<file path="src/rtl/arf_pkg.sv">
package arf_pkg;

  // ----------------------------------------
  // Register map (byte offsets, own choice)
  // ----------------------------------------
  localparam logic [2:0] ARF_ADDR_SEL    = 3'h0;
  localparam logic [2:0] ARF_ADDR_RES_LO = 3'h1;
  localparam logic [2:0] ARF_ADDR_RES_HI = 3'h2;
  localparam logic [2:0] ARF_ADDR_STAT   = 3'h3;

  localparam logic [7:0] ARF_SEL_RESET   = 8'h00;

  // ----------------------------------------
  // Field positions
  // ----------------------------------------
  localparam int ARF_REF_HI   = 7;
  localparam int ARF_REF_LO   = 6;
  localparam int ARF_ALIGN    = 5;
  localparam int ARF_CHAN_HI  = 4;
  localparam int ARF_STAT_DONE = 0;
  localparam int ARF_STAT_BUSY = 1;

  localparam int ARF_RES_W = 10;

  localparam logic [9:0] ARF_CODE_MIN_SE   = 10'h000;
  localparam logic [9:0] ARF_CODE_MAX_SE   = 10'h3ff;
  localparam logic [9:0] ARF_CODE_MIN_DIFF = 10'h200;
  localparam logic [9:0] ARF_CODE_MAX_DIFF = 10'h1ff;

  // ----------------------------------------
  // Reference select encodings
  // ----------------------------------------
  typedef enum logic [1:0] {
    ARF_REF_EXT_PIN  = 2'b00,
    ARF_REF_SUPPLY   = 2'b01,
    ARF_REF_RESERVED = 2'b10,
    ARF_REF_INT_256  = 2'b11
  } arf_ref_t;

  localparam logic [4:0] ARF_CH_SE_LAST = 5'h07;
  localparam logic [4:0] ARF_CH_BANDGAP = 5'h1e;
  localparam logic [4:0] ARF_CH_GROUND  = 5'h1f;

  // Settings applied to the analog core
  typedef struct packed {
    arf_ref_t   ref_sel;
    logic [4:0] chan;
  } arf_analog_cfg_t;

  // Register bus request
  typedef struct packed {
    logic [2:0] addr;
    logic [7:0] wdata;
    logic       wr;
    logic       rd;
  } arf_bus_req_t;

endpackage

</file>
<file path="src/rtl/arf_align.sv">
`timescale 1ns/1ps

module arf_align
  import arf_pkg::*;
(
  // Result in
  input  wire logic [9:0] result_i,
  input  wire logic       left_i,
  // Formatted bytes
  output logic      [7:0] low_o,
  output logic      [7:0] high_o
);

  always_comb begin
    if (left_i) begin
      high_o = result_i[9:2];
      low_o  = {result_i[1:0], 6'h00};
    end else begin
      low_o  = result_i[7:0];
      high_o = {6'h00, result_i[9:8]};
    end
  end

endmodule

</file>
<file path="src/rtl/arf_top.sv">
// The register addresses and the address-and-strobe port were decided locally.
`timescale 1ns/1ps

// Functional notes
// - Single-ended result is unsigned ten bits
// - Differential result in two's complement
// - Result MSB is sign for differential
// - Done flag high means result bytes valid
// - Reference change deferred until conversion done
// - Decode reference select to analog controls
// - Align bit chooses left or right adjust
// - Align change affects result bytes immediately
// - Channel field selects input and gain
// - Done flag set on completion, W1C clear
module arf_top
  import arf_pkg::*;
(
  // Clock and reset
  input  wire logic            ref_clk_i,
  input  wire logic            rst_i,
  // Register bus
  input  wire logic [2:0]      addr_i,
  input  wire logic [7:0]      wdata_i,
  input  wire logic            wr_i,
  input  wire logic            rd_i,
  output logic      [7:0]      rdata_o,
  // Analog core side
  input  wire logic            conv_busy_i,
  input  wire logic            conv_done_i,
  input  wire logic [9:0]      conv_code_i,
  input  wire logic            vector_ack_i,
  output arf_pkg::arf_analog_cfg_t cfg_o,
  output logic                 ext_ref_en_o,
  output logic                 supply_ref_en_o,
  output logic                 int_ref_en_o,
  output logic                 diff_mode_o,
  output logic                 result_sign_bit_o,
  output logic                 conversion_done_flag_o
);

  import arf_pkg::*;

  // ----------------------------------------
  // State
  // ----------------------------------------
  logic [7:0]      sel_r,    sel_nxt;
  arf_analog_cfg_t cfg_r,    cfg_nxt;
  logic [9:0]      res_r,    res_nxt;
  logic            done_r,   done_nxt;
  logic [7:0]      rdata_r,  rdata_nxt;
  logic [7:0]      res_lo;
  logic [7:0]      res_hi;
  logic            sel_wr;

  assign sel_wr = wr_i && (addr_i == ARF_ADDR_SEL);

  // ----------------------------------------
  // Next-state logic
  // ----------------------------------------
  always_comb begin
    sel_nxt  = sel_r;
    cfg_nxt  = cfg_r;
    res_nxt  = res_r;
    done_nxt = done_r;
    if (sel_wr) begin
      sel_nxt = wdata_i;
    end
    // Analog settings follow the register when no conversion runs or one completes,
    // so a mid-conversion write lands after its completion.
    if (!conv_busy_i || conv_done_i) begin
      cfg_nxt.ref_sel = arf_ref_t'(sel_nxt[ARF_REF_HI:ARF_REF_LO]);
      cfg_nxt.chan    = sel_nxt[ARF_CHAN_HI:0];
    end
    // Code is stored raw; unsigned or two's complement per channel kind
    if (conv_done_i) begin
      res_nxt = conv_code_i;
    end
    // Clear by write of one or vector ack; new completion wins
    if ((wr_i && addr_i == ARF_ADDR_STAT && wdata_i[ARF_STAT_DONE]) || vector_ack_i) begin
      done_nxt = 1'b0;
    end
    if (conv_done_i) begin
      done_nxt = 1'b1;
    end
  end

  // ----------------------------------------
  // Result formatting
  // ----------------------------------------
  arf_align u_align (
    .result_i (res_r),
    .left_i   (sel_r[ARF_ALIGN]),
    .low_o    (res_lo),
    .high_o   (res_hi)
  );

  // ----------------------------------------
  // Read mux
  // ----------------------------------------
  always_comb begin
    rdata_nxt = 8'h00;
    if (rd_i) begin
      case (addr_i)
        ARF_ADDR_SEL:    rdata_nxt = sel_r;
        ARF_ADDR_RES_LO: rdata_nxt = res_lo;
        ARF_ADDR_RES_HI: rdata_nxt = res_hi;
        ARF_ADDR_STAT: begin
          rdata_nxt[ARF_STAT_DONE] = done_r;
          rdata_nxt[ARF_STAT_BUSY] = conv_busy_i;
        end
        default:         rdata_nxt = 8'h00;
      endcase
    end
  end

  // ----------------------------------------
  // Registers
  // ----------------------------------------
  always_ff @(posedge ref_clk_i or posedge rst_i) begin
    if (rst_i) begin
      sel_r   <= ARF_SEL_RESET;
      cfg_r   <= '0;
      res_r   <= ARF_CODE_MIN_SE;
      done_r  <= 1'b0;
      rdata_r <= 8'h00;
    end else begin
      sel_r   <= sel_nxt;
      cfg_r   <= cfg_nxt;
      res_r   <= res_nxt;
      done_r  <= done_nxt;
      rdata_r <= rdata_nxt;
    end
  end

  // ----------------------------------------
  // Outputs
  // ----------------------------------------
  assign rdata_o                = rdata_r;
  assign cfg_o                  = cfg_r;
  // Reserved code drives no reference at all
  assign ext_ref_en_o           = (cfg_r.ref_sel == ARF_REF_EXT_PIN);
  assign supply_ref_en_o        = (cfg_r.ref_sel == ARF_REF_SUPPLY);
  assign int_ref_en_o           = (cfg_r.ref_sel == ARF_REF_INT_256);
  assign diff_mode_o            = (cfg_r.chan > ARF_CH_SE_LAST) &&
                                  (cfg_r.chan < ARF_CH_BANDGAP);
  assign result_sign_bit_o      = res_r[ARF_RES_W-1];
  assign conversion_done_flag_o = done_r;

endmodule

</file>
<file path="config.mk">
export PLATFORM = sky130hd
export DESIGN_NAME = arf_top
export DESIGN_NICKNAME = d
export VERILOG_FILES = /design/src/rtl/arf_pkg.sv /design/src/rtl/arf_align.sv /design/src/rtl/arf_top.sv
export SDC_FILE = /design/constraint.sdc
export NUM_CORES = 1
export LEC_CHECK = 0
export BUFFER_PORTS_ARGS = -buffer_cell sky130_fd_sc_hd__buf_2
export CAP_MARGIN = 20
export CELL_PAD_IN_SITES_DETAIL_PLACEMENT = 1
export CELL_PAD_IN_SITES_GLOBAL_PLACEMENT = 1
export CORE_AREA = 2 2 65 67
export DETAILED_ROUTE_END_ITERATION = 16
export DIE_AREA = 0 0 67 69
export GPL_TIMING_DRIVEN = 0
export PLACE_DENSITY = 0.91
export SYNTH_ARGS = -nofsm -noshare
export SYNTH_HDL_FRONTEND = slang
export SYNTH_SLANG_ARGS = --single-unit
</file>
<file path="constraint.sdc">
create_clock -name ref_clk_i -period 2.4 [get_ports ref_clk_i]
set_input_delay 0.36 -clock ref_clk_i [delete_from_list [all_inputs] [get_ports ref_clk_i]]
set_output_delay 0.36 -clock ref_clk_i [all_outputs]
set_load 0.005 [all_outputs]
</file>
==> flow_summary_export.csv, run 1 <==
group,metric,value,unit
cts,cts_buffers,5,
logic_synthesis,async_flop_share,100.0,%
layout,num_antenna_cells,0,
logic_synthesis,synth_flop_cell,"dfrtp_1",
setup_path,criticalPathCategory,"input port to flop",
die,boundaryPins,49,
min_path,hp-class,"input port to asynchronous set/reset pin",
sta,hold_ws,0.1751,ns
layout,fin_area,2019,um2
grt,grt_pass1_wl,6624,um
cts,root_buffer,"clkbuf_8",
layout,fin_util,51.60,%
placement,placed_cell_area,1909,um2
detailed_routing,first_iter_violations,40,
die,die_area,4623,um2
logic_synthesis,seq_area_frac_synth,53.71,%
placement,dpl_worst_slack,0.5161,ns
sta,skew,0.004908,ns
grt,use_met3,6.036,%
setup_path,crit_path_max_fanout,8,
detailed_routing,wl_per_cell,16.18,um
sta,fmax,0.6439,GHz
power_and_ir_drop,report.power.total,1.514,mW
detailed_routing,drc,0,
grt,grt_overflow,0,
grt,gr-usage-met2,31.57,%
cts,cts-resized-gates,0,
setup_path,cp-start-kind,"input port",
run_status,outcome,"finished, final reports clean",
detailed_routing,firstDrtPassIters,4,
placement,hpwl,2923,um
logic_synthesis,synth_cells,130,
die,die_w,67,um
sta,rsz0062_at_grt,"no",
logic_synthesis,synth_fp_nets,158,
die,fp.coreArea,3914,um2
setup_path,required,2.58,ns
cts,insertion_delay,0.29,ns
power_and_ir_drop,ir_drop,0.4086,mV
logic_synthesis,yosys.area_share.simple,15.96,%
cts,cts_setup_buffers,0,
logic_synthesis,synth_mux_area_share,19.91,%
grt,grt.total_usage,19.15,%
flow_run,drv_cap,0,
cts,clock-sinks,34,
power_and_ir_drop,power_switching,396.7,uW
layout,final_common_cell,"buf_2",
logic_synthesis,syn-cell-area,1584,um2
sta,period_share,64.71,%
layout,instances_no_fill,236,
logic_synthesis,syn_avg_cell_area,12.18,um2
cts,tritoncts,"yes",
logic_synthesis,synth_edf_count,0,
detailed_routing,wirelength,3818,um
sta,fin_ws,0.8469,ns
die,num_rows,23,
placement,placedCellCount,228,
sta,worst_slew_pin_slew,0.7266,ns
placement,portBuffers,47,
power_and_ir_drop,switching_share,26.19,%
power_and_ir_drop,pwr-share-seq,47.4,%
grt,grt_max_degree,19,
logic_synthesis,synth_fa_ha_area_share,0,%
logic_synthesis,yosysWarningCount,0,
sta,setup_viol_count_final,0,
die,die_height,69,um
sta,drv_slew,0,
cts,cts_max_level,2,
grt,met1_usage,23.11,%
layout,nFillCells,469,
logic_synthesis,ys_ff_latch,34,
power_and_ir_drop,p_clk_share,32.7,%
sta,hold_violations,0,
setup_path,ff2ff_path_depth,4,
sta,fin_crit,1.553,ns
grt,antenna_found_initial,0,
die,start_util,40.47,%
logic_synthesis,ys_types,29,
detailed_routing,vias_per_cell,5.212,
placement,place_congestion,0.8340,
logic_synthesis,synth_xor_area_share,0,%
power_and_ir_drop,internal_power,1.118,mW
cts,clockBufferDepth,2,
detailed_routing,drtAntennaViolNets,0,
logic_synthesis,synth_top_family_by_area,"multiplexers",
power_and_ir_drop,combPwrFrac,19.8,%
cts,ctsHoldBuffers,0,
grt,busiest_layer,"met2",
layout,drive_gt1_share,47.85,%
layout,nets,213,
layout,area_delta_synth_final,27.49,%
grt,grt_pass1_vias,1369,
power_and_ir_drop,powerDensity,749.9,nW/um2
logic_synthesis,synth_compound_area_share,7.504,%
setup_path,critical_path_arrival,1.73,ns
sta,finalSetupTns,0,ns
detailed_routing,vias,1230,
power_and_ir_drop,p_leak,0.9482,nW
cts,path_clk_slew,0.07,ns
sta,relSlewSlack,51.51,%
layout,final_cell_mix,"buf_2 (48), dfrtp_1 (34), mux2_2 (28), clkbuf_8 (8), nor2b_1 (7)",
setup_path,crit_path_end_kind,"flop",
[cells by family after synthesis]
group	count (synthesis)
and+or+nand+nor	38
DFF	34
muxes	28
AOI/OAI and AO/OA	20
buffers and inverters	10
[worst paths after layout]
| path | start | endpoint | slack (ns) |
|---|---|---|---|
| worst min register to register | cfg_o[0] | cfg_o[0] | 0.51 |
| max in group asynchronous | rst_i | res_r[6] | 1.69 |
| worst max-delay path | addr_i[2] | cfg_o[6] | 0.85 |
| min in group ref_clk_i | conv_code_i[9] | res_r[9] | 0.30 |
| worst max register to register | sel_r[5] | rdata_o[3] | 0.96 |
| worst min-delay path | rst_i | cfg_o[3] | 0.18 |
[power by group through the flow]
stage	registers, mW	logic, mW	clock network [mW]
3_5_place_dp	0.731	0.301	0
5_1_grt	0.732	0.332	0.540
2_1_floorplan	0.715	0.180	0
3_3_place_gp	0.723	0.283	0
4_1_cts	0.720	0.306	0.512
6_report	0.718	0.301	0.495
[sequential cells by signal (all words and copies together), names as in the netlist]
| signal | count |
|---|---|
| sel_r | 8 |
| cfg_o | 7 |
| conversion_done_flag_o | 1 |
| rdata_o | 8 |
| res_r | 10 |
[synthesized netlist by cell type, types with 2 or more instances]
master    count  area (um2)
a21o_1        2       15.01
a21oi_1       6       30.03
a31oi_1       3       18.77
and3_1        2       12.51
and3b_1       3       26.28
clkbuf_1      4       15.01
dfrtp_1      34       850.8
inv_1         3       11.26
mux2_2       28       315.3
nand2_1       6       22.52
nand2b_1      2       12.51
nand3_1       3       15.01
nand3b_1      4       30.03
nor2_1        3       11.26
nor2b_1       7       43.79
nor3b_1       2       15.01
o21ai_0       6       30.03
[layout make-up]
class / count / area (um2) / share of cell area, %
clock buffers: 8 / 110.1 / 5.452
flip-flops and latches: 34 / 850.8 / 42.13
inverters: 3 / 11.26 / 0.5576
plain buffers: 7 / 35.03 / 1.735
multi-input cells: 86 / 686.9 / 34.01
repair buffers: 48 / 262.8 / 13.01
well taps: 50 / 62.56 / 3.098
[critical path: stages]
cell and delay [ns]:
buf_6 0.11, nor4b_4 0.57, mux2_2 0.41, mux2_2 0.27
[layer usage]
metal	part of all wire (%)	up-vias
li1	-	572
met1	40	606
met2	51	46
met3	7.3	6
met4	1.8	0
met5	0	-
Note: power is estimated with default switching activity, not from simulation.
==> inputs of run 2 (changes only) <==
- ABC_AREA: default -> 1
- CORE_AREA: 2 2 65 67 -> 2 2 76 78
- DIE_AREA: 0 0 67 69 -> 0 0 78 80
- PLACE_DENSITY: 0.91 -> 0.83
- clock period: 2.4 -> 1.35 ns (I/O delays scaled with it)
==> run 2 against run 1 <==
Effect of this change:
- combinational power grew 75%
- critical endpoint is now diff_mode_o
- global-route usage shrank 2.8 points
- utilization shrank 12 points
- hold slack lost 0.13 ns
- synthesized cell count grew 72%
- largest cell class unchanged
- die area grew 35%
- critical path depth is the same
- sequential power grew 71%
- power grew 68%
- clock power grew 60%
==> flow_summary_export.csv, run 2 <==
group,metric,value,unit
run_status,outcome,"finished, final reports clean",
layout,drive_gt1_share,24.01,%
sta,period_share,95.35,%
placement,place_congestion,0.8286,
logic_synthesis,synth_fp_nets,252,
logic_synthesis,synth_top_area_share,49.53,%
sta,fin_crit,1.287,ns
grt,grt.total_usage,16.34,%
sta,relSlewSlack,47.31,%
setup_path,r2r_setup_slack,0.20,ns
power_and_ir_drop,p_leak,1.237,nW
layout,num_antenna_cells,0,
cts,clock-sinks,34,
logic_synthesis,syn-cell-area,1718,um2
layout,largest_reg_flops,10,
sta,hold_violations,0,
grt,grt_pass1_wl,7728,um
setup_path,critPathSlowestCell,"dfrtp_1",
grt,antenna_found_initial,0,
sta,setup_viol_count_final,0,
grt,grt_overflow,0,
setup_path,crit_path_max_fanout,3,
cts,tritoncts,"yes",
logic_synthesis,ys_types,19,
setup_path,r2r-end,"rdata_o[1]",
cts,path_clk_slew,0.08,ns
logic_synthesis,syn_avg_cell_area,7.669,um2
die,die_w,78,um
sta,worst_slew_pin_slew,0.7895,ns
sta,fin_ws,0.06284,ns
detailed_routing,drtAntennaViolNets,0,
cts,cts_setup_buffers,0,
sta,skew,0.01300,ns
layout,multi_input_area,678.2,um2
sta,drv_slew,0,
die,boundaryPins,49,
layout,nets,306,
layout,final_cell_mix,"nand2_1 (69), buf_2 (47), inv_1 (36), dfrtp_1 (34), nand3_1 (25)",
setup_path,cpPeakStageDelay,0.42,ns
cts,root_buffer,"clkbuf_8",
logic_synthesis,synth_edf_count,0,
logic_synthesis,synth.most_common_cell,"nand2_1",
sta,fmax,0.7769,GHz
logic_synthesis,synth_cells,224,
logic_synthesis,synth_area_leaders,"dfrtp_1 (50%), nand2_1 (15%), inv_1 (8.1%)",
die,start_util,31.78,%
cts,insertion_delay,0.30,ns
grt,grt_max_degree,21,
grt,grt_pass1_vias,1658,
detailed_routing,vias,1615,
layout,seqCellArea,850.8,um2
setup_path,criticalPathCategory,"flop to primary output",
power_and_ir_drop,powerDensity,1182,nW/um2
die,fp.coreArea,5405,um2
min_path,hp-class,"input port to asynchronous set/reset pin",
cts,clockBufferDepth,2,
die,num_rows,27,
cts,cts_buffers,5,
logic_synthesis,synth_commonest_cells,"nand2_1 (70), inv_1 (37), dfrtp_1 (34)",
setup_path,critical_path_arrival,1.08,ns
power_and_ir_drop,ir_drop,0.3935,mV
flow_run,drv_cap,0,
detailed_routing,wl_per_cell,12.91,um
setup_path,path_cells,"nand2_2 -> nor3_2 -> a21oi_1 -> buf_2",
setup_path,cp-start-kind,"flop",
logic_synthesis,async_flop_share,100.0,%
layout,final_common_cell,"nand2_1",
die,die_height,80,um
cts,cts_max_level,2,
detailed_routing,drc,0,
layout,fin_util,39.88,%
detailed_routing,vias_per_cell,4.601,
logic_synthesis,yosysWarningCount,0,
setup_path,r2r-start,"sel_r[5]",
detailed_routing,firstDrtPassIters,4,
setup_path,ff2ff_path_depth,6,
setup_path,crit_end,"diff_mode_o",
layout,largest-register,"res_r",
logic_synthesis,seq_area_frac_synth,49.53,%
logic_synthesis,synth_flop_cell,"dfrtp_1",
setup_path,startpoint,"cfg_o[1]",
placement,dpl_worst_slack,0.1559,ns
placement,hpwl,3533,um
logic_synthesis,yosys.area.top_type,"dfrtp_1",
setup_path,required,1.15,ns
setup_path,crit_path_end_kind,"primary output",
detailed_routing,first_iter_violations,117,
die,die_area,6240,um2
layout,nFillCells,710,
layout,area_delta_synth_final,25.49,%
detailed_routing,wirelength,4531,um
sta,rsz0062_at_grt,"no",
placement,portBuffers,46,
logic_synthesis,ys_ff_latch,34,
## run 2: cell families (layout without fill, tap and decap cells)
kind of cell | after synthesis | after routing | synth area share (%)
AOI/OAI and AO/OA | 16 | 16 | 4.806
buffers and inverters | 46 | 101 | 11.43
DFF | 34 | 34 | 49.53
and+or+nand+nor | 128 | 128 | 34.23
## run 2: stage by stage
stage                     hold WS (ns)  power [mW]  std cells  instance area (um2)  TNS (ns)
after global placement          0.4021       1.748        342                 2038    -3.179
after CTS                      0.06739       2.580        351                 2148         0
final                          0.04055       2.548        351                 2156         0
after global routing            0.1019       2.710        351                 2156         0
after detailed placement        0.3942       1.776        343                 2053         0
after floorplan                 0.3064       1.544        224                 1718         0
## run 2: worst min-delay path by stage
stage	start	slack, ns	cells past startpoint	to
2_1_floorplan	rd_i	0.31	2	rdata_o[2]
3_3_place_gp	vector_ack_i	0.40	2	conversion_done_flag_o
3_5_place_dp	rst_i	0.39	2	cfg_o[6]
4_1_cts	rst_i	0.07	2	sel_r[7]
5_1_grt	conv_code_i[9]	0.10	3	res_r[9]
6_report	rst_i	0.04	2	sel_r[7]
## run 2: final cells by class
class	instances	area share (%)
inverter	38	6.616
tap	72	4.179
multi-input combinational	144	31.46
clock buffer	6	3.831
sequential	34	39.47
clock inverter	2	0.5804
buffer	8	2.496
timing repair buffer	47	11.38
## run 2: critical path, delay by kind of cell, from the launching register on
family / cells / cell delay [ns]
simple gates: 2 / 0.12
flops: 1 / 0.42
buf+inv: 1 / 0.13
compound gates: 1 / 0.13
## run 2: timing repair
action                                  CTS  global route
resized for setup                         0             3
endpoints found under the setup margin    0             1
hold buffers                              0             0
## run 2: where the power goes
part / switching (mW) / internal, mW / total (mW)
Combinational: 0.309 / 0.216 / 0.526
Clock: 0.381 / 0.410 / 0.791
Sequential: 0.0899 / 1.14 / 1.23
Total: 0.780 / 1.77 / 2.55
## run 2: routing by layer
layer	GRT usage (%)	wire (um)	part of all wire [%]
met5	0	0	0
met4	5.263	53	1.2
met3	5.090	201	4.4
met2	27.93	2229	49
met1	19.63	2046	45
==> inputs of run 3 (changes only) <==
- CORE_AREA: 2 2 76 78 -> 2 2 77 79
- DIE_AREA: 0 0 78 80 -> 0 0 79 81
- HOLD_SLACK_MARGIN: default -> 0.06
- SYNTH_HIERARCHICAL: default -> 1
==> run 3 against run 2 <==
Effect of this change:
- utilization decreased by 0.51 points
- cell count rose by 6.3%
- synthesized cell count is 8.0% higher
- sequential power barely moved
- power up 1.5%
- non-clock buffer count increased by 5
- critical path depth down 1
- via count increased by 6.0%
- area after synthesis grew 3.8%
- largest power group unchanged
==> flow_summary_export.csv, run 3 <==
group,metric,value,unit
run_status,outcome,"finished, final reports clean",
cts,cts_buffers,5,
setup_path,cpPeakStageDelay,0.41,ns
die,num_rows,28,
sta,rsz0062_at_grt,"no",
logic_synthesis,yosys.area.top_type,"dfrtp_1",
detailed_routing,met1_length,2036,um
layout,fin_util,39.37,%
layout,largest_reg_flops,10,
logic_synthesis,synth_area_leaders,"dfrtp_1 (48%), nand2_1 (18%), inv_1 (8.4%)",
setup_path,startpoint,"cfg_o[3]",
die,start_util,31.42,%
placement,placedCellCount,365,
logic_synthesis,synth_flop_cell,"dfrtp_1",
setup_path,cp-start-kind,"flop",
power_and_ir_drop,p_clk_share,30.5,%
cts,cts_max_level,2,
power_and_ir_drop,p_leak,1.338,nW
power_and_ir_drop,pwr-share-seq,47.7,%
cts,clock-sinks,34,
min_path,hp-class,"input port to asynchronous set/reset pin",
logic_synthesis,synth.most_common_cell,"nand2_1",
logic_synthesis,synth_top_area_share,47.72,%
logic_synthesis,syn-cell-area,1783,um2
logic_synthesis,synth_cells,242,
sta,fin_ws,0.1088,ns
detailed_routing,vias,1712,
sta,worst_slew_pin_slew,0.8366,ns
sta,fmax,0.8057,GHz
cts,insertion_delay,0.29,ns
power_and_ir_drop,internal_power,1.795,mW
power_and_ir_drop,combPwrFrac,21.8,%
cts,cts-resized-gates,0,
detailed_routing,first_iter_violations,98,
cts,root_buffer,"clkbuf_8",
setup_path,crit_path_end_kind,"primary output",
die,die_area,6399,um2
layout,nFillCells,760,
layout,largest-register,"res_r",
sta,hold_violations,0,
cts,path_clk_slew,0.07,ns
grt,grt_pass1_vias,1657,
cts,ctsHoldBuffers,0,
cts,cts_setup_buffers,0,
grt,grt_max_degree,21,
logic_synthesis,yosysWarningCount,6,
die,boundaryPins,49,
power_and_ir_drop,ir_drop,0.3419,mV
detailed_routing,wirelength,4516,um
logic_synthesis,synth_fp_nets,270,
setup_path,critPathSlowestCell,"dfrtp_1",
setup_path,criticalPathCategory,"flop to primary output",
grt,grt.total_usage,15.43,%
detailed_routing,firstDrtPassIters,4,
die,fp.coreArea,5675,um2
layout,final_cell_mix,"nand2_1 (85), buf_2 (53), inv_1 (40), dfrtp_1 (34), nand3_1 (29)",
detailed_routing,dr_wl_met2,2223,um
sta,fin_crit,1.241,ns
logic_synthesis,ys_types,16,
setup_path,r2r-start,"sel_r[5]",
logic_synthesis,synth_commonest_cells,"nand2_1 (85), inv_1 (40), dfrtp_1 (34)",
power_and_ir_drop,switching_share,30.65,%
placement,place_congestion,0.8609,
setup_path,r2r-end,"rdata_o[1]",
setup_path,ff2ff_path_depth,8,
detailed_routing,wl_per_cell,12.11,um
layout,drive_gt1_share,22.82,%
logic_synthesis,seq_area_frac_synth,47.72,%
layout,nets,325,
setup_path,required,1.15,ns
logic_synthesis,ys_ff_latch,34,
setup_path,critical_path_arrival,1.04,ns
sta,setup_viol_count_final,0,
sta,relSlewSlack,44.16,%
layout,area_delta_synth_final,25.33,%
grt,grt_pass1_wl,7679,um
placement,hpwl,3498,um
detailed_routing,top_layer,"met4",
placement,portBuffers,47,
die,die_height,81,um
detailed_routing,drc,0,
detailed_routing,drtAntennaViolNets,0,
layout,num_antenna_cells,0,
sta,period_share,91.94,%
die,die_w,79,um
flow_run,drv_cap,0,
logic_synthesis,syn_avg_cell_area,7.368,um2
detailed_routing,vias_per_cell,4.590,
layout,instances_no_fill,373,
layout,final_common_cell,"nand2_1",
power_and_ir_drop,report.power.total,2.588,mW
sta,drv_slew,0,
logic_synthesis,async_flop_share,100.0,%
setup_path,crit_end,"diff_mode_o",
cts,clockBufferDepth,2,
setup_path,path_cells,"nand4_1 -> o21a_1 -> buf_2",
detailed_routing,wl_met3,175,um
grt,antenna_found_initial,0,
logic_synthesis,synth_edf_count,0,
grt,grt_overflow,0,
power_and_ir_drop,power_switching,793.1,uW
power_and_ir_drop,powerDensity,1158,nW/um2
placement,dpl_worst_slack,0.1374,ns
sta,skew,0.008607,ns
setup_path,r2r_setup_slack,0.11,ns
sta,finalSetupTns,0,ns
cts,tritoncts,"yes",
setup_path,crit_path_max_fanout,4,
-- run 3: cell types whose count changed after synthesis, sizes merged --
| cell | before | now |
|---|---|---|
| nand2 | 70 | 85 |
| o21ai | 12 | 3 |
| nand4 | 12 | 18 |
| buf | 5 | 10 |
| nand3 | 26 | 30 |
| a21oi | 3 | 0 |
| inv | 38 | 40 |
| nor3 | 2 | 0 |
| clkbuf | 3 | 2 |
| nor2 | 12 | 13 |
| o211ai | 1 | 0 |
| o21a | 0 | 1 |
-- run 3: worst min path at each step --
stage                  from                endpoint  cells past startpoint
2_1_floorplan          rd_i              rdata_o[2]                      2
3_3_place_gp   vector_ack_i  conversion_done_flag_o                      2
3_5_place_dp   vector_ack_i  conversion_done_flag_o                      2
4_1_cts        vector_ack_i  conversion_done_flag_o                      2
5_1_grt        vector_ack_i  conversion_done_flag_o                      2
6_report              rst_i                cfg_o[0]                      2
-- run 3: kinds of logic (layout without fill, tap and decap cells) --
logic type      count (synthesis)  in the layout  share of synthesized area, %
flops                          34             34                         47.72
compound gates                  4              4                         1.263
buf+inv                        52            108                         12.84
simple gates                  152            152                         38.18
-- run 3: area by class of cell --
type	count	area, um2	area share [%]
clock inverter	2	12.51	0.5599
tap	75	93.84	4.199
buffer	12	78.83	3.527
sequential	34	850.8	38.07
inverter	40	150.1	6.719
multi-input combinational	156	703.2	31.47
clock buffer	6	82.58	3.695
timing repair buffer	48	262.8	11.76
-- run 3: stage by stage --
stage | hold slack (ns) | cell area, um2
6_report | 0.06906 | 2235
5_1_grt | 0.1012 | 2235
4_1_cts | 0.08408 | 2235
3_5_place_dp | 0.4029 | 2140
3_3_place_gp | 0.3994 | 2112
2_1_floorplan | 0.3064 | 1783
-- run 3: per-layer routing --
layer,vias up,GRT usage [%]
li1,857,-
met1,815,19.55
met2,33,25.93
met5,-,0
met4,0,6.207
met3,7,3.111
-- run 3: power groups by stage --
stage	clock network, mW	registers, mW	logic [mW]
2_1_floorplan	0	1.24	0.348
3_3_place_gp	0	1.25	0.538
3_5_place_dp	0	1.25	0.571
4_1_cts	0.820	1.24	0.577
5_1_grt	0.868	1.25	0.651
6_report	0.789	1.23	0.565
-- run 3: worst max-delay path, delay by kind of cell, from the launching register on --
family | cells | cell delay (ns)
AND/OR/NAND/NOR | 1 | 0.10
flip-flops | 1 | 0.41
AO/OA/AOI/OAI | 1 | 0.12
buffers and inverters | 1 | 0.11
